### src/rtl/ats_cfg.svh
// register indices, field positions, reset values and encodings of the timer block
`ifndef ATS_CFG_SVH
`define ATS_CFG_SVH

// register indices; the wishbone byte address is four times the index
`define ATS_IDX_FLAGS 8'h37
`define ATS_IDX_GTC 8'h43
`define ATS_IDX_MASK 8'h70
`define ATS_IDX_CTLA 8'hb0
`define ATS_IDX_CTLB 8'hb1
`define ATS_IDX_CNT 8'hb2
`define ATS_IDX_CMPA 8'hb3
`define ATS_IDX_CMPB 8'hb4
`define ATS_IDX_ASYNC_STATUS 8'hb6

// field positions
`define ATS_BIT_TSM 7
`define ATS_BIT_EXT 6
`define ATS_BIT_ASYNC 5
`define ATS_BIT_PSR 1

// buffered register slots, equal to their busy bit positions
`define ATS_BUF_CNT 4
`define ATS_BUF_CMPA 3
`define ATS_BUF_CMPB 2
`define ATS_BUF_CTLA 1
`define ATS_BUF_CTLB 0

// writable bits of the control and compare registers
`define ATS_WMASK_CTLA 8'hf3
`define ATS_WMASK_CTLB 8'h0f
`define ATS_WMASK_CMP 8'hff

// reset values and counter limits
`define ATS_RST_BYTE 8'h00
`define ATS_RST_FLAGS 3'h0
`define ATS_CNT_MAX 8'hff
`define ATS_CNT_BOTTOM 8'h00

// compare output actions
`define ATS_COM_TOGGLE 2'h1
`define ATS_COM_CLEAR 2'h2
`define ATS_COM_SET 2'h3

// waveform modes
`define ATS_WGM_PC 2'h1
`define ATS_WGM_CTC 3'h2

// prescaler tap masks for clock selects 2..7
`define ATS_PS_DIV8 10'h007
`define ATS_PS_DIV32 10'h01f
`define ATS_PS_DIV64 10'h03f
`define ATS_PS_DIV128 10'h07f
`define ATS_PS_DIV256 10'h0ff
`define ATS_PS_DIV1024 10'h3ff

`endif

### src/rtl/ats_pkg.sv
// types shared by the timer block
package ats_pkg;
	typedef logic [7:0] ats_byte_t;
	typedef logic [2:0] ats_clksel_t;
	typedef enum logic {ATS_UP, ATS_DOWN} ats_dir_t;
endpackage

### src/rtl/ats_pin_sync.sv
// three-flop synchroniser for the oscillator pin with rising-edge pulse
`timescale 1ns/100ps
`default_nettype none
module ats_pin_sync (
	input wire logic clk, // system clock
	input wire logic rst_n, // synchronised reset, active low
	input wire logic clk_en, // freezes state while low
	input wire logic pin, // asynchronous pin level
	output logic rise // one-cycle pulse on a confirmed rising edge
);
	logic s1_q;
	logic s2_q;
	logic s3_q;
	logic lvl_q;

	// a level counts once the second and third stages agree
	always_ff @(posedge clk or negedge rst_n) begin
		if (!rst_n) begin
			s1_q <= 1'b0;
			s2_q <= 1'b0;
			s3_q <= 1'b0;
			lvl_q <= 1'b0;
		end else if (clk_en) begin
			s1_q <= pin;
			s2_q <= s1_q;
			s3_q <= s2_q;
			if (s2_q == s3_q) begin
				lvl_q <= s3_q;
			end
		end
	end

	assign rise = clk_en & ~lvl_q & s2_q & s3_q;
endmodule
`default_nettype wire

### src/rtl/ats_prescaler.sv
// ten-bit prescaler with clock-select tap
`timescale 1ns/100ps
`default_nettype none
`include "ats_cfg.svh"
module ats_prescaler import ats_pkg::*; (
	input wire logic clk, // system clock
	input wire logic rst_n, // synchronised reset, active low
	input wire logic clk_en, // freezes state while low
	input wire logic src_tick, // timer source clock event
	input wire logic clr, // holds the prescaler in reset
	input wire ats_clksel_t sel, // clock select
	output logic tick // counter clock event
);
	logic [9:0] cnt_q;
	logic [9:0] tap;

	// divide by 2^n fires when the low bits are all ones
	assign tap = (sel == 3'h2) ? `ATS_PS_DIV8 :
		(sel == 3'h3) ? `ATS_PS_DIV32 :
		(sel == 3'h4) ? `ATS_PS_DIV64 :
		(sel == 3'h5) ? `ATS_PS_DIV128 :
		(sel == 3'h6) ? `ATS_PS_DIV256 : `ATS_PS_DIV1024;
	assign tick = clk_en & src_tick & ~clr & (sel != 3'h0)
		& ((sel == 3'h1) | ((cnt_q & tap) == tap));

	// count source events unless held in reset
	always_ff @(posedge clk or negedge rst_n) begin
		if (!rst_n) begin
			cnt_q <= 10'h000;
		end else if (clk_en) begin
			if (clr) begin
				cnt_q <= 10'h000;
			end else if (src_tick) begin
				cnt_q <= cnt_q + 10'h001;
			end
		end
	end
endmodule
`default_nettype wire

### src/rtl/ats_timer.sv
// 8-bit timer with asynchronous clocking, buffered registers, flags and wishbone slave
//
// The Wishbone interface to the registers was decided locally.
`timescale 1ns/100ps
`default_nettype none
`include "ats_cfg.svh"
module ats_timer import ats_pkg::*; (
	input wire logic ref_clk, // 100 MHz clock
	input wire logic resetn, // asynchronous reset, active low
	input wire logic clk_en, // freezes all state except the reset synchroniser while low
	input wire logic wb_cyc_i, // wishbone cycle
	input wire logic wb_stb_i, // wishbone strobe
	input wire logic wb_we_i, // wishbone write
	input wire logic [9:0] wb_adr_i, // byte address
	input wire logic [3:0] wb_sel_i, // byte enables
	input wire logic [31:0] wb_dat_i, // write data
	output logic [31:0] wb_dat_o, // read data
	output logic wb_ack_o, // acknowledge
	input wire logic timer_osc_input_pin, // asynchronous oscillator input
	input wire logic global_irq_enable, // cpu status word interrupt bit
	input wire logic [2:0] irq_vector_ack, // vector executed: cmp b, cmp a, ovf
	output logic [2:0] irq_request, // interrupt requests: cmp b, cmp a, ovf
	output logic wave_out_a, // waveform output a
	output logic wave_out_b, // waveform output b
	output logic osc_run, // crystal oscillator enable
	output logic ext_clk_buf_en, // external clock input buffer enable
	output logic prescaler_reset // prescaler reset state
);
	logic rst_s_q;
	logic rst_n;
	logic ack_q;
	logic [31:0] dat_q;
	logic [2:0] flags_q;
	logic [2:0] mask_q;
	logic tsm_q;
	logic psr_q;
	logic ext_q;
	logic async_q;
	logic [4:0] busy;
	ats_byte_t cnt_q;
	ats_byte_t cnt_tmp_q;
	ats_dir_t dir_q;
	logic block_q;
	logic [2:0] irq_q;
	logic wave_a_q;
	logic wave_b_q;
	logic osc_run_q;
	logic ext_buf_q;

	// reset release through two flops
	always_ff @(posedge ref_clk or negedge resetn) begin
		if (!resetn) begin
			rst_s_q <= 1'b0;
			rst_n <= 1'b0;
		end else begin
			rst_s_q <= 1'b1;
			rst_n <= rst_s_q;
		end
	end

	// bus decode
	wire req = wb_cyc_i & wb_stb_i & ~ack_q;
	wire [7:0] idx = wb_adr_i[9:2];
	wire wr = req & wb_we_i & wb_sel_i[0];
	wire rd = req & ~wb_we_i;
	wire ats_byte_t wd = wb_dat_i[7:0];
	wire wr_flags = wr & (idx == `ATS_IDX_FLAGS);
	wire wr_gtc = wr & (idx == `ATS_IDX_GTC);
	wire wr_mask = wr & (idx == `ATS_IDX_MASK);
	wire wr_async_status = wr & (idx == `ATS_IDX_ASYNC_STATUS);
	wire wr_cnt = wr & (idx == `ATS_IDX_CNT);
	wire [3:0] wr_buf = {wr & (idx == `ATS_IDX_CMPA), wr & (idx == `ATS_IDX_CMPB),
		wr & (idx == `ATS_IDX_CTLA), wr & (idx == `ATS_IDX_CTLB)};
	// indexed by buffer slot: 0 control b, 1 control a, 2 compare b, 3 compare a
	wire ats_byte_t wmask [4] = '{`ATS_WMASK_CTLB, `ATS_WMASK_CTLA, `ATS_WMASK_CMP,
		`ATS_WMASK_CMP};

	// timer source: oscillator edges in async mode, every cycle otherwise
	wire osc_rise;
	ats_pin_sync u_osc_sync (
		.clk(ref_clk),
		.rst_n(rst_n),
		.clk_en(clk_en),
		.pin(timer_osc_input_pin),
		.rise(osc_rise)
	);
	wire src_tick = async_q ? osc_rise : clk_en;

	// buffered registers: temporary copy for software, live copy for the timer
	ats_byte_t buf_tmp [4];
	ats_byte_t buf_live [4];
	wire [3:0] xfer;
	for (genvar i = 0; i < 4; i++) begin : g_buf
		ats_byte_t tmp_q;
		ats_byte_t live_q;
		logic busy_q;
		assign xfer[i] = busy_q & src_tick & ~wr_buf[i];
		always_ff @(posedge ref_clk or negedge rst_n) begin
			if (!rst_n) begin
				tmp_q <= `ATS_RST_BYTE;
				live_q <= `ATS_RST_BYTE;
				busy_q <= 1'b0;
			end else if (clk_en) begin
				if (wr_buf[i]) begin
					tmp_q <= wd & wmask[i];
				end
				if (wr_buf[i] & ~async_q) begin
					live_q <= wd & wmask[i];
				end else if (xfer[i]) begin
					live_q <= tmp_q;
				end
				busy_q <= (wr_buf[i] & async_q) | (busy_q & ~xfer[i]);
			end
		end
		assign buf_tmp[i] = tmp_q;
		assign buf_live[i] = live_q;
		assign busy[i] = busy_q;
	end

	// live views used by the counter
	wire ats_byte_t cmp_a = buf_live[`ATS_BUF_CMPA];
	wire ats_byte_t cmp_b = buf_live[`ATS_BUF_CMPB];
	wire ats_byte_t ctl_a = buf_live[`ATS_BUF_CTLA];
	wire ats_byte_t ctl_b = buf_live[`ATS_BUF_CTLB];
	wire [2:0] wgm = {ctl_b[3], ctl_a[1:0]};
	wire pc_mode = (wgm[1:0] == `ATS_WGM_PC);
	wire ctc_mode = (wgm == `ATS_WGM_CTC);
	wire ats_byte_t top = (wgm[2] | ctc_mode) ? cmp_a : `ATS_CNT_MAX;

	// prescaler with its reset bit
	wire cnt_tick;
	ats_prescaler u_presc (
		.clk(ref_clk),
		.rst_n(rst_n),
		.clk_en(clk_en),
		.src_tick(src_tick),
		.clr(psr_q),
		.sel(ctl_b[2:0]),
		.tick(cnt_tick)
	);

	// counter write path, direct in sync mode, via temporary in async mode
	logic cnt_busy_q;
	wire cnt_xfer = cnt_busy_q & src_tick & ~wr_cnt;
	wire cnt_load = (wr_cnt & ~async_q) | cnt_xfer;
	// a pending transfer always loads the temporary, even if async was dropped meanwhile
	wire ats_byte_t cnt_load_val = wr_cnt ? wd : cnt_tmp_q;
	assign busy[`ATS_BUF_CNT] = cnt_busy_q;

	// next count for up and up/down sequences
	wire at_top = (cnt_q == top);
	wire at_bot = (cnt_q == `ATS_CNT_BOTTOM);
	wire go_down = pc_mode & (((dir_q == ATS_UP) & at_top) | ((dir_q == ATS_DOWN) & ~at_bot));
	wire ats_dir_t dir_d = go_down ? ATS_DOWN : ATS_UP;
	wire ats_byte_t cnt_next = go_down ? cnt_q - 8'h01 :
		(~pc_mode & at_top) ? `ATS_CNT_BOTTOM : cnt_q + 8'h01;
	wire ovf_evt = cnt_tick & (pc_mode ? ((dir_q == ATS_DOWN) & at_bot) :
		ctc_mode ? (cnt_q == `ATS_CNT_MAX) : at_top);

	// matches, blocked on the tick after a counter write
	wire match_a = cnt_tick & ~block_q & (cnt_q == cmp_a);
	wire match_b = cnt_tick & ~block_q & (cnt_q == cmp_b);
	wire [2:0] evt = {match_b, match_a, ovf_evt};

	// counter, direction and compare block
	always_ff @(posedge ref_clk or negedge rst_n) begin
		if (!rst_n) begin
			cnt_q <= `ATS_RST_BYTE;
			cnt_tmp_q <= `ATS_RST_BYTE;
			cnt_busy_q <= 1'b0;
			dir_q <= ATS_UP;
			block_q <= 1'b0;
		end else if (clk_en) begin
			if (wr_cnt) begin
				cnt_tmp_q <= wd;
			end
			cnt_busy_q <= (wr_cnt & async_q) | (cnt_busy_q & ~cnt_xfer);
			if (cnt_load) begin
				cnt_q <= cnt_load_val;
				block_q <= 1'b1;
			end else if (cnt_tick) begin
				cnt_q <= cnt_next;
				dir_q <= dir_d;
				block_q <= 1'b0;
			end
		end
	end

	// flags: events win over both kinds of clear
	wire [2:0] w1c = wr_flags ? wd[2:0] : `ATS_RST_FLAGS;
	wire [2:0] flags_d = evt | (flags_q & ~w1c & ~irq_vector_ack);
	// prescaler reset bit: cleared at once, after an async tick, never in sync mode
	wire psr_set = wr_gtc & wd[`ATS_BIT_PSR];
	wire psr_keep = tsm_q | (async_q & ~src_tick);
	wire psr_d = psr_set | (psr_q & psr_keep);
	// compare output actions on a match
	wire [1:0] com_a = ctl_a[7:6];
	wire [1:0] com_b = ctl_a[5:4];
	wire wave_a_d = ~match_a ? wave_a_q : (com_a == `ATS_COM_TOGGLE) ? ~wave_a_q :
		(com_a == `ATS_COM_CLEAR) ? 1'b0 : (com_a == `ATS_COM_SET) ? 1'b1 : wave_a_q;
	wire wave_b_d = ~match_b ? wave_b_q : (com_b == `ATS_COM_TOGGLE) ? ~wave_b_q :
		(com_b == `ATS_COM_CLEAR) ? 1'b0 : (com_b == `ATS_COM_SET) ? 1'b1 : wave_b_q;

	// control, status and output flops
	always_ff @(posedge ref_clk or negedge rst_n) begin
		if (!rst_n) begin
			flags_q <= `ATS_RST_FLAGS;
			mask_q <= `ATS_RST_FLAGS;
			tsm_q <= 1'b0;
			psr_q <= 1'b0;
			ext_q <= 1'b0;
			async_q <= 1'b0;
			irq_q <= `ATS_RST_FLAGS;
			wave_a_q <= 1'b0;
			wave_b_q <= 1'b0;
			osc_run_q <= 1'b0;
			ext_buf_q <= 1'b0;
		end else if (clk_en) begin
			flags_q <= flags_d;
			psr_q <= psr_d;
			if (wr_mask) begin
				mask_q <= wd[2:0];
			end
			if (wr_gtc) begin
				tsm_q <= wd[`ATS_BIT_TSM];
			end
			if (wr_async_status) begin
				ext_q <= wd[`ATS_BIT_EXT];
				async_q <= wd[`ATS_BIT_ASYNC];
			end
			irq_q <= flags_q & mask_q & {3{global_irq_enable}};
			wave_a_q <= wave_a_d;
			wave_b_q <= wave_b_d;
			osc_run_q <= ~ext_q;
			ext_buf_q <= ext_q & async_q;
		end
	end

	// read data; reserved bits read zero
	wire ats_byte_t rd_byte =
		(idx == `ATS_IDX_FLAGS) ? {5'h00, flags_q} :
		(idx == `ATS_IDX_GTC) ? {tsm_q, 5'h00, psr_q, 1'b0} :
		(idx == `ATS_IDX_MASK) ? {5'h00, mask_q} :
		(idx == `ATS_IDX_ASYNC_STATUS) ? {1'b0, ext_q, async_q, busy} :
		(idx == `ATS_IDX_CNT) ? cnt_q :
		(idx == `ATS_IDX_CMPA) ? buf_tmp[`ATS_BUF_CMPA] :
		(idx == `ATS_IDX_CMPB) ? buf_tmp[`ATS_BUF_CMPB] :
		(idx == `ATS_IDX_CTLA) ? buf_tmp[`ATS_BUF_CTLA] :
		(idx == `ATS_IDX_CTLB) ? buf_tmp[`ATS_BUF_CTLB] : `ATS_RST_BYTE;

	// wishbone answer one cycle after the request, unmapped reads give zero
	always_ff @(posedge ref_clk or negedge rst_n) begin
		if (!rst_n) begin
			ack_q <= 1'b0;
			dat_q <= 32'h0000_0000;
		end else if (clk_en) begin
			ack_q <= req;
			if (rd) begin
				dat_q <= {24'h00_0000, rd_byte};
			end
		end
	end

	assign wb_ack_o = ack_q;
	assign wb_dat_o = dat_q;
	assign irq_request = irq_q;
	assign wave_out_a = wave_a_q;
	assign wave_out_b = wave_b_q;
	assign osc_run = osc_run_q;
	assign ext_clk_buf_en = ext_buf_q;
	assign prescaler_reset = psr_q;
endmodule
`default_nettype wire

### config.mk
export PLATFORM = sky130hd
export DESIGN_NAME = ats_timer
export DESIGN_NICKNAME = d
export VERILOG_FILES = /design/src/rtl/ats_pkg.sv /design/src/rtl/ats_pin_sync.sv /design/src/rtl/ats_prescaler.sv /design/src/rtl/ats_timer.sv
export VERILOG_INCLUDE_DIRS = /design/src /design/src/rtl
export SDC_FILE = /design/constraint.sdc
export NUM_CORES = 1
export LEC_CHECK = 0
export BUFFER_PORTS_ARGS = -buffer_cell sky130_fd_sc_hd__buf_4
export CAP_MARGIN = 30
export CORE_UTILIZATION = 58
export DETAILED_ROUTE_END_ITERATION = 6
export PLACE_DENSITY_LB_ADDON = 0.1
export SETUP_SLACK_MARGIN = 0.3
export SLEW_MARGIN = 30
export SYNTH_ARGS = -nofsm -noshare
export SYNTH_HDL_FRONTEND = slang
export SYNTH_SLANG_ARGS = --single-unit
export TNS_END_PERCENT = 30
### constraint.sdc
create_clock -name ref_clk -period 4.3 [get_ports ref_clk]
set_input_delay 0 -clock ref_clk [delete_from_list [all_inputs] [get_ports ref_clk]]
set_output_delay 0 -clock ref_clk [all_outputs]
set_load 0.1 [all_outputs]
# ---- Word-level counts from Yosys, hierarchy flattened
# Index checks and enable logic that the tools add are counted.
# W data, S select, Z words.
dict set report word_totals {
  elab_cells 242
  ff_bits 119
  input_bits 57
}
dict set report op_classes {
  bitwise_logic 102
  reduce_logical 28
  n_addsub 3
  eq_ne 29
  n_mux 43
}
# op n
set op_table {}
lappend op_table {{$mux W8} 20}
lappend op_table {{$mux W10} 7}
lappend op_table {{$and A1 B1 Y1} 59}
lappend op_table {{$eq A8 B8 Y1 const B} 7}
lappend op_table {{$reduce_and A2 Y1} 15}
lappend op_table {{$eq A8 B8 Y1} 3}
lappend op_table {{$not A1 Y1} 24}
lappend op_table {{$eq A8 B7 Y1 const B} 2}
lappend op_table {{$and A3 B3 Y3} 4}
lappend op_table {{$mux W1} 12}
lappend op_table {{$mux W4} 3}
lappend op_table {{$reduce_bool A2 Y1} 6}
lappend op_table {{$or A1 B1 Y1} 11}
lappend op_table {{$add A10 B1 Y10 const B} 1}
lappend op_table {{$and A10 B10 Y10} 1}
lappend op_table {{$eq A10 B10 Y1} 1}
lappend op_table {{$eq A3 B2 Y1 const B} 3}
lappend op_table {{$eq A3 B3 Y1 const B} 3}
lappend op_table {{$reduce_and A3 Y1} 3}
lappend op_table {{$reduce_bool A3 Y1} 3}
lappend op_table {{$add A8 B1 Y8 const B} 1}
lappend op_table {{$eq A2 B2 Y1 const B} 4}
lappend op_table {{$eq A8 B6 Y1 const B} 1}
lappend op_table {{$logic_not A8 Y1} 1}
lappend op_table {{7 further kinds} 10}

# ---- Logic depth before layout (Yosys ltp)
dict set report depth {
  depth_word 13
  ltp_mapped 10
  ltp_nobuf 9
}

# ---- Modules after synthesis
# A second synthesis with hierarchy kept.
dict set report hier_totals {
  cells_unflattened 737
  area_unflattened_um2 6890.4
}
# module area_each_um2 cells_each instances
set by_module_without_submodules {}
lappend by_module_without_submodules {ats_timer 6130.9 657 1}
lappend by_module_without_submodules {ats_prescaler 599.3 67 1}
lappend by_module_without_submodules {ats_pin_sync 160.2 13 1}

# ---- Least setup slack after synthesis
# Ideal clock, no wire load.
dict set report synth_timing {
  path_kind {reg2reg}
  startpoint {register ack_q, in the netlist wb_ack_o}
  endpoint {register cnt_q[2]}
  n_path_buf 2
  path_slack_ns 1.588
  arrival_time_ns 2.576
  path_stages_with_launch 10
  synth_period_minus_slack_ns 2.712
  setup_time_ns 0.136
  t_required_ns 4.164
  path_cell_list {dfrtp_1 and3b_1 and3_1 clkbuf_1 nand2_1 buf_4 a32oi_2 nand2b_1 a2111oi_2 a2111oi_1}
}
dict set report synth_via {
  elab_chain_cells 10
  elab_cells_between_ends 13
  classes_between {mux: 2; bitwise: 9; reduce/logical: 2}
}
# item line_no
set synth_lines {}
lappend synth_lines {{from (decl)} ats_timer.sv:31} ;# logic ack_q;
lappend synth_lines {{from (signal assigned)} ats_timer.sv:257} ;# ack_q <= req;
lappend synth_lines {{$not A1 Y1 (*)} ats_timer.sv:62} ;# wire req = wb_cyc_i & wb_stb_i & ~ack_q;
lappend synth_lines {{$and A1 B1 Y1 (*)} ats_timer.sv:62}
lappend synth_lines {{$and A1 B1 Y1 (*) (2 in series)} ats_timer.sv:64} ;# wire wr = req & wb_we_i & wb_sel_i[0];
lappend synth_lines {{$and A1 B1 Y1 (*)} ats_timer.sv:71} ;# wire wr_cnt = wr & (idx == `ATS_IDX_CNT);
lappend synth_lines {{$not A1 Y1} ats_timer.sv:144} ;# wire cnt_xfer = cnt_busy_q & src_tick & ~wr_cnt;
lappend synth_lines {{$and A1 B1 Y1} ats_timer.sv:144}
lappend synth_lines {{$or A1 B1 Y1} ats_timer.sv:145} ;# wire cnt_load = (wr_cnt & ~async_q) | cnt_xfer;
lappend synth_lines {{$reduce_bool A2 Y1 (no line)} n/a}
lappend synth_lines {{$reduce_and A2 Y1 (no line)} n/a}
lappend synth_lines {{to (signal assigned)} ats_timer.sv:168} ;# cnt_q <= `ATS_RST_BYTE;
lappend synth_lines {{to (signal assigned)} ats_timer.sv:179} ;# cnt_q <= cnt_load_val;
lappend synth_lines {{to (signal assigned)} ats_timer.sv:182} ;# cnt_q <= cnt_next;
lappend synth_lines {{to (decl)} ats_timer.sv:40} ;# ats_byte_t cnt_q;
# Mark *: on every way between the ends. The rest lies on a longest branch, timed or not.
# A chain may end at the register's enable or synchronous reset.

# ---- Worst setup path in the final report
dict set report layout_timing {
  startpoint {register ack_q, in the netlist wb_ack_o}
  endpoint {register async_q}
}
dict set report layout_via {
  elab_chain_cells 6
}
# item line_no
set layout_lines {}
lappend layout_lines {{$not A1 Y1} ats_timer.sv:62}
lappend layout_lines {{$and A1 B1 Y1} ats_timer.sv:62}
lappend layout_lines {{$and A1 B1 Y1 (2 in series)} ats_timer.sv:64}
lappend layout_lines {{$and A1 B1 Y1} ats_timer.sv:70} ;# wire wr_async_status = wr & (idx == `ATS_IDX_ASYNC_STATUS);
lappend layout_lines {{$reduce_and A2 Y1 (no line)} n/a}
lappend layout_lines {{to (signal assigned)} ats_timer.sv:229} ;# async_q <= wd[`ATS_BIT_ASYNC];
lappend layout_lines {{to (decl)} ats_timer.sv:38} ;# logic async_q;
# No other way between the ends.

==> impl_metrics.tcl <==
set metrics [dict create \
    outcome "finished, final reports clean" \
    ff2ff_path_depth 8 \
    r2r_start "wb_ack_o" \
    cts_sinks 117 \
    cp-end-kind "flop" \
    r2r_end "async_q" \
    firstDrtPassIters 6 \
    dp.cells 828 \
    postSynthCellCount 670 \
    critPathMostFrequentCell "dlygate4sd3_1" \
    vias 5484 \
    seq_area_frac_synth 0.4497 \
    die_width_um 107.9 \
    cp_slowest_cell "dlygate4sd3_1" \
    syn_to_final_growth_pct 18.70 \
    place_area_sq_um 6823 \
    seq_power_share 0.396 \
    hp-class "in -> reg" \
    synth_top_area_cell "dfrtp_1" \
    maxSlewViolCount 0 \
    drive_gt1_frac 0.1949 \
    synth_top_area_frac 0.4497 \
    design_area_sq_um 7727 \
    total_power_mw 2.953 \
    period_share 0.7409 \
    critPathMaxStageDelay_ns 0.57 \
    antenna_cells 0 \
    cp_max_fo 5 \
    row_count 38 \
    grt-ovfl-total 0 \
    power_frac_clock 0.491 \
    min_to "wb_dat_o[0]" \
    antenna_found_initial 0 \
    drt_iter0_markers 500 \
    io_buffers 44 \
    clkSlewWorstSetupHoldPaths_ns 0.06 \
    synth_area_per_cell_sq_um 9.716 \
    min_from "wb_adr_i[4]" \
    cts_buffer_depth 2 \
    p_leak_nw 3.598 \
    final_nets 798 \
    mostFrequentLayoutCell "dfrtp_1" \
    htreeDepth 4 \
    wl_per_cell_um 20.19 \
    cts_setup_buffers 0 \
    path_cells "and3b_1, dlygate4sd3_1, nand2_1, nor3_1, nand2_1, dlygate4sd3_1, o21ai_0, dlygate4sd3_1" \
    synth_warnings 0 \
    skew_ns 0.009170 \
    synth_seq_cells 117 \
    finish.utilization 0.7097 \
    power.switching_uw 797.3 \
    grt_pass1_vias 5337 \
    p_per_area_nw_per_um2 382.1 \
    r2r_setup_slack_ns 1.11 \
    synth.area.top_cells "dfrtp_1, mux2_2, mux2i_1" \
    clockRootBuffer "clkbuf_8" \
    drc_errors 0 \
    setup_slack_ns 1.114 \
    fmax_ghz 0.3139 \
    initial_core_util 0.5979 \
    worst_pin_slew_ns 0.9953 \
    die_h_um 107.9 \
    hpwlAfterDp_mm 12.27 \
    synth_area_sq_um 6510 \
    dp_slack_ns 1.265 \
    ys_types 67 \
    synth_edf_count 0 \
    ctsHoldBuffers 29 \
    grt_max_degree 48 \
    rsz0062_at_grt "false" \
    ios 98 \
    grt_pass1_wl_mm 28.45 \
    layout_common_cells "dfrtp_1, nand2_1, o21ai_0, nor2_1, mux2_2" \
    cts_buffers 17 \
    ctsResizeCount 0 \
    routed_wl_mm 17.95 \
    relSlewSlack 0.3308 \
    swShare 0.2700 \
    ys_dominant_reg_cell "dfrtp_1" \
    cap_violations 0 \
    critPathKind "reg -> reg" \
    vias_per_cell 6.169 \
    cts_tree "yes" \
    final_antenna_net_count 0 \
    worstSetupStartpointType "flop" \
    fin_crit_ns 3.186 \
    pwr-share-comb 0.113 \
    gp_congestion 1.017 \
    internal-power_mw 2.156 \
    tns_ns 0 \
    grt_use_total 0.3314 \
    holdWs_ns 0.03492 \
    final_cells 889 \
    irDropWorstVdd_mv 0.3499 \
    fp.dieArea_sq_um 11650 \
    crit_required_ns 4.77 \
    whs_path_depth 4 \
    ys_async_sr_fraction 1.000 \
    n_fill_cell 834 \
    finalHoldViolations 0 \
    core_area_sq_um 10890 \
    cp.arrival_ns 3.65 \
    setup_viol 0 \
    clock_latency_ns 0.53 \
]
## worst max-delay path: cells and delay by family (launching register included)
| kind | cells | cell delay (ns) |
|---|---|---|
| DFF | 1 | 0.40 |
| buffers and inverters | 3 | 1.69 |
| AOI/OAI and AO/OA | 1 | 0.08 |
| and+or+nand+nor | 4 | 0.96 |
## metal layers
metal,track usage,share of wire,up-vias
met5,0,0,-
met4,0.1262,0.019,0
met3,0.09283,0.079,37
met2,0.5109,0.47,276
met1,0.4447,0.43,2672
li1,-,-,2499
## state kept, by name, indices dropped and copies added, names as in the netlist, 6 cells and up
register / cells
g_buf.tmp_q: 26
u_presc.cnt_q: 10
cmp_a: 8
cmp_b: 8
cnt_q: 8
cnt_tmp_q: 8
wb_dat_o: 8
ctl_a: 6
## worst max-delay path by stage
| stage | to | slack (ns) | from |
|---|---|---|---|
| after floorplan | async_q | 0.80 | rst_n |
| after global placement | cnt_q[4] | 1.34 | wb_ack_o |
| after detailed placement | cnt_q[2] | 1.26 | wb_ack_o |
| after CTS | async_q | 1.18 | wb_ack_o |
| after global routing | async_q | 0.96 | wb_ack_o |
| final | async_q | 1.11 | wb_ack_o |
## final cells by class
class	count	area (sq um)	area share
multi-input cells	497	3267	0.4228
flip-flops and latches	117	2932	0.3794
repair buffers	77	650.6	0.08420
clock buffers	20	425.4	0.05505
clock inverters	12	180.2	0.02332
well taps	140	175.2	0.02267
inverters	26	97.59	0.01263
## cells in the mapped netlist, drive strengths merged (5+ instances only)
cell type  number
nor3           13
xnor2          16
a21oi          26
o22ai           6
a22oi           9
and3            8
buf            40
mux2i          38
dfrtp         117
inv            26
a31oi          10
clkbuf         13
nor4            7
a221oi         11
nand2          76
ha              5
mux2           49
nor2           50
o21ai          63
nand2b          8
nand4          10
nand3          15
## cell families after synthesis
kind of cell / after synthesis / synth area share
AO/OA/AOI/OAI: 156 / 0.1549
XOR/XNOR: 17 / 0.02287
adder cells (fa/ha/maj): 5 / 0.009610
buffers and inverters: 79 / 0.06304
flip-flops: 117 / 0.4497
multiplexers: 87 / 0.1432
other: 2 / 0.001154
AND/OR/NAND/NOR: 207 / 0.1555
## power groups by stage
stage	combinational (mW)	sequential, mW	clock, mW
final	0.333	1.17	1.45
after global routing	0.352	1.18	1.51
after CTS	0.330	1.17	1.47
after detailed placement	0.312	1.19	0
after global placement	0.308	1.19	0
after floorplan	0.186	1.25	0
(Power assumes the default switching activity.)
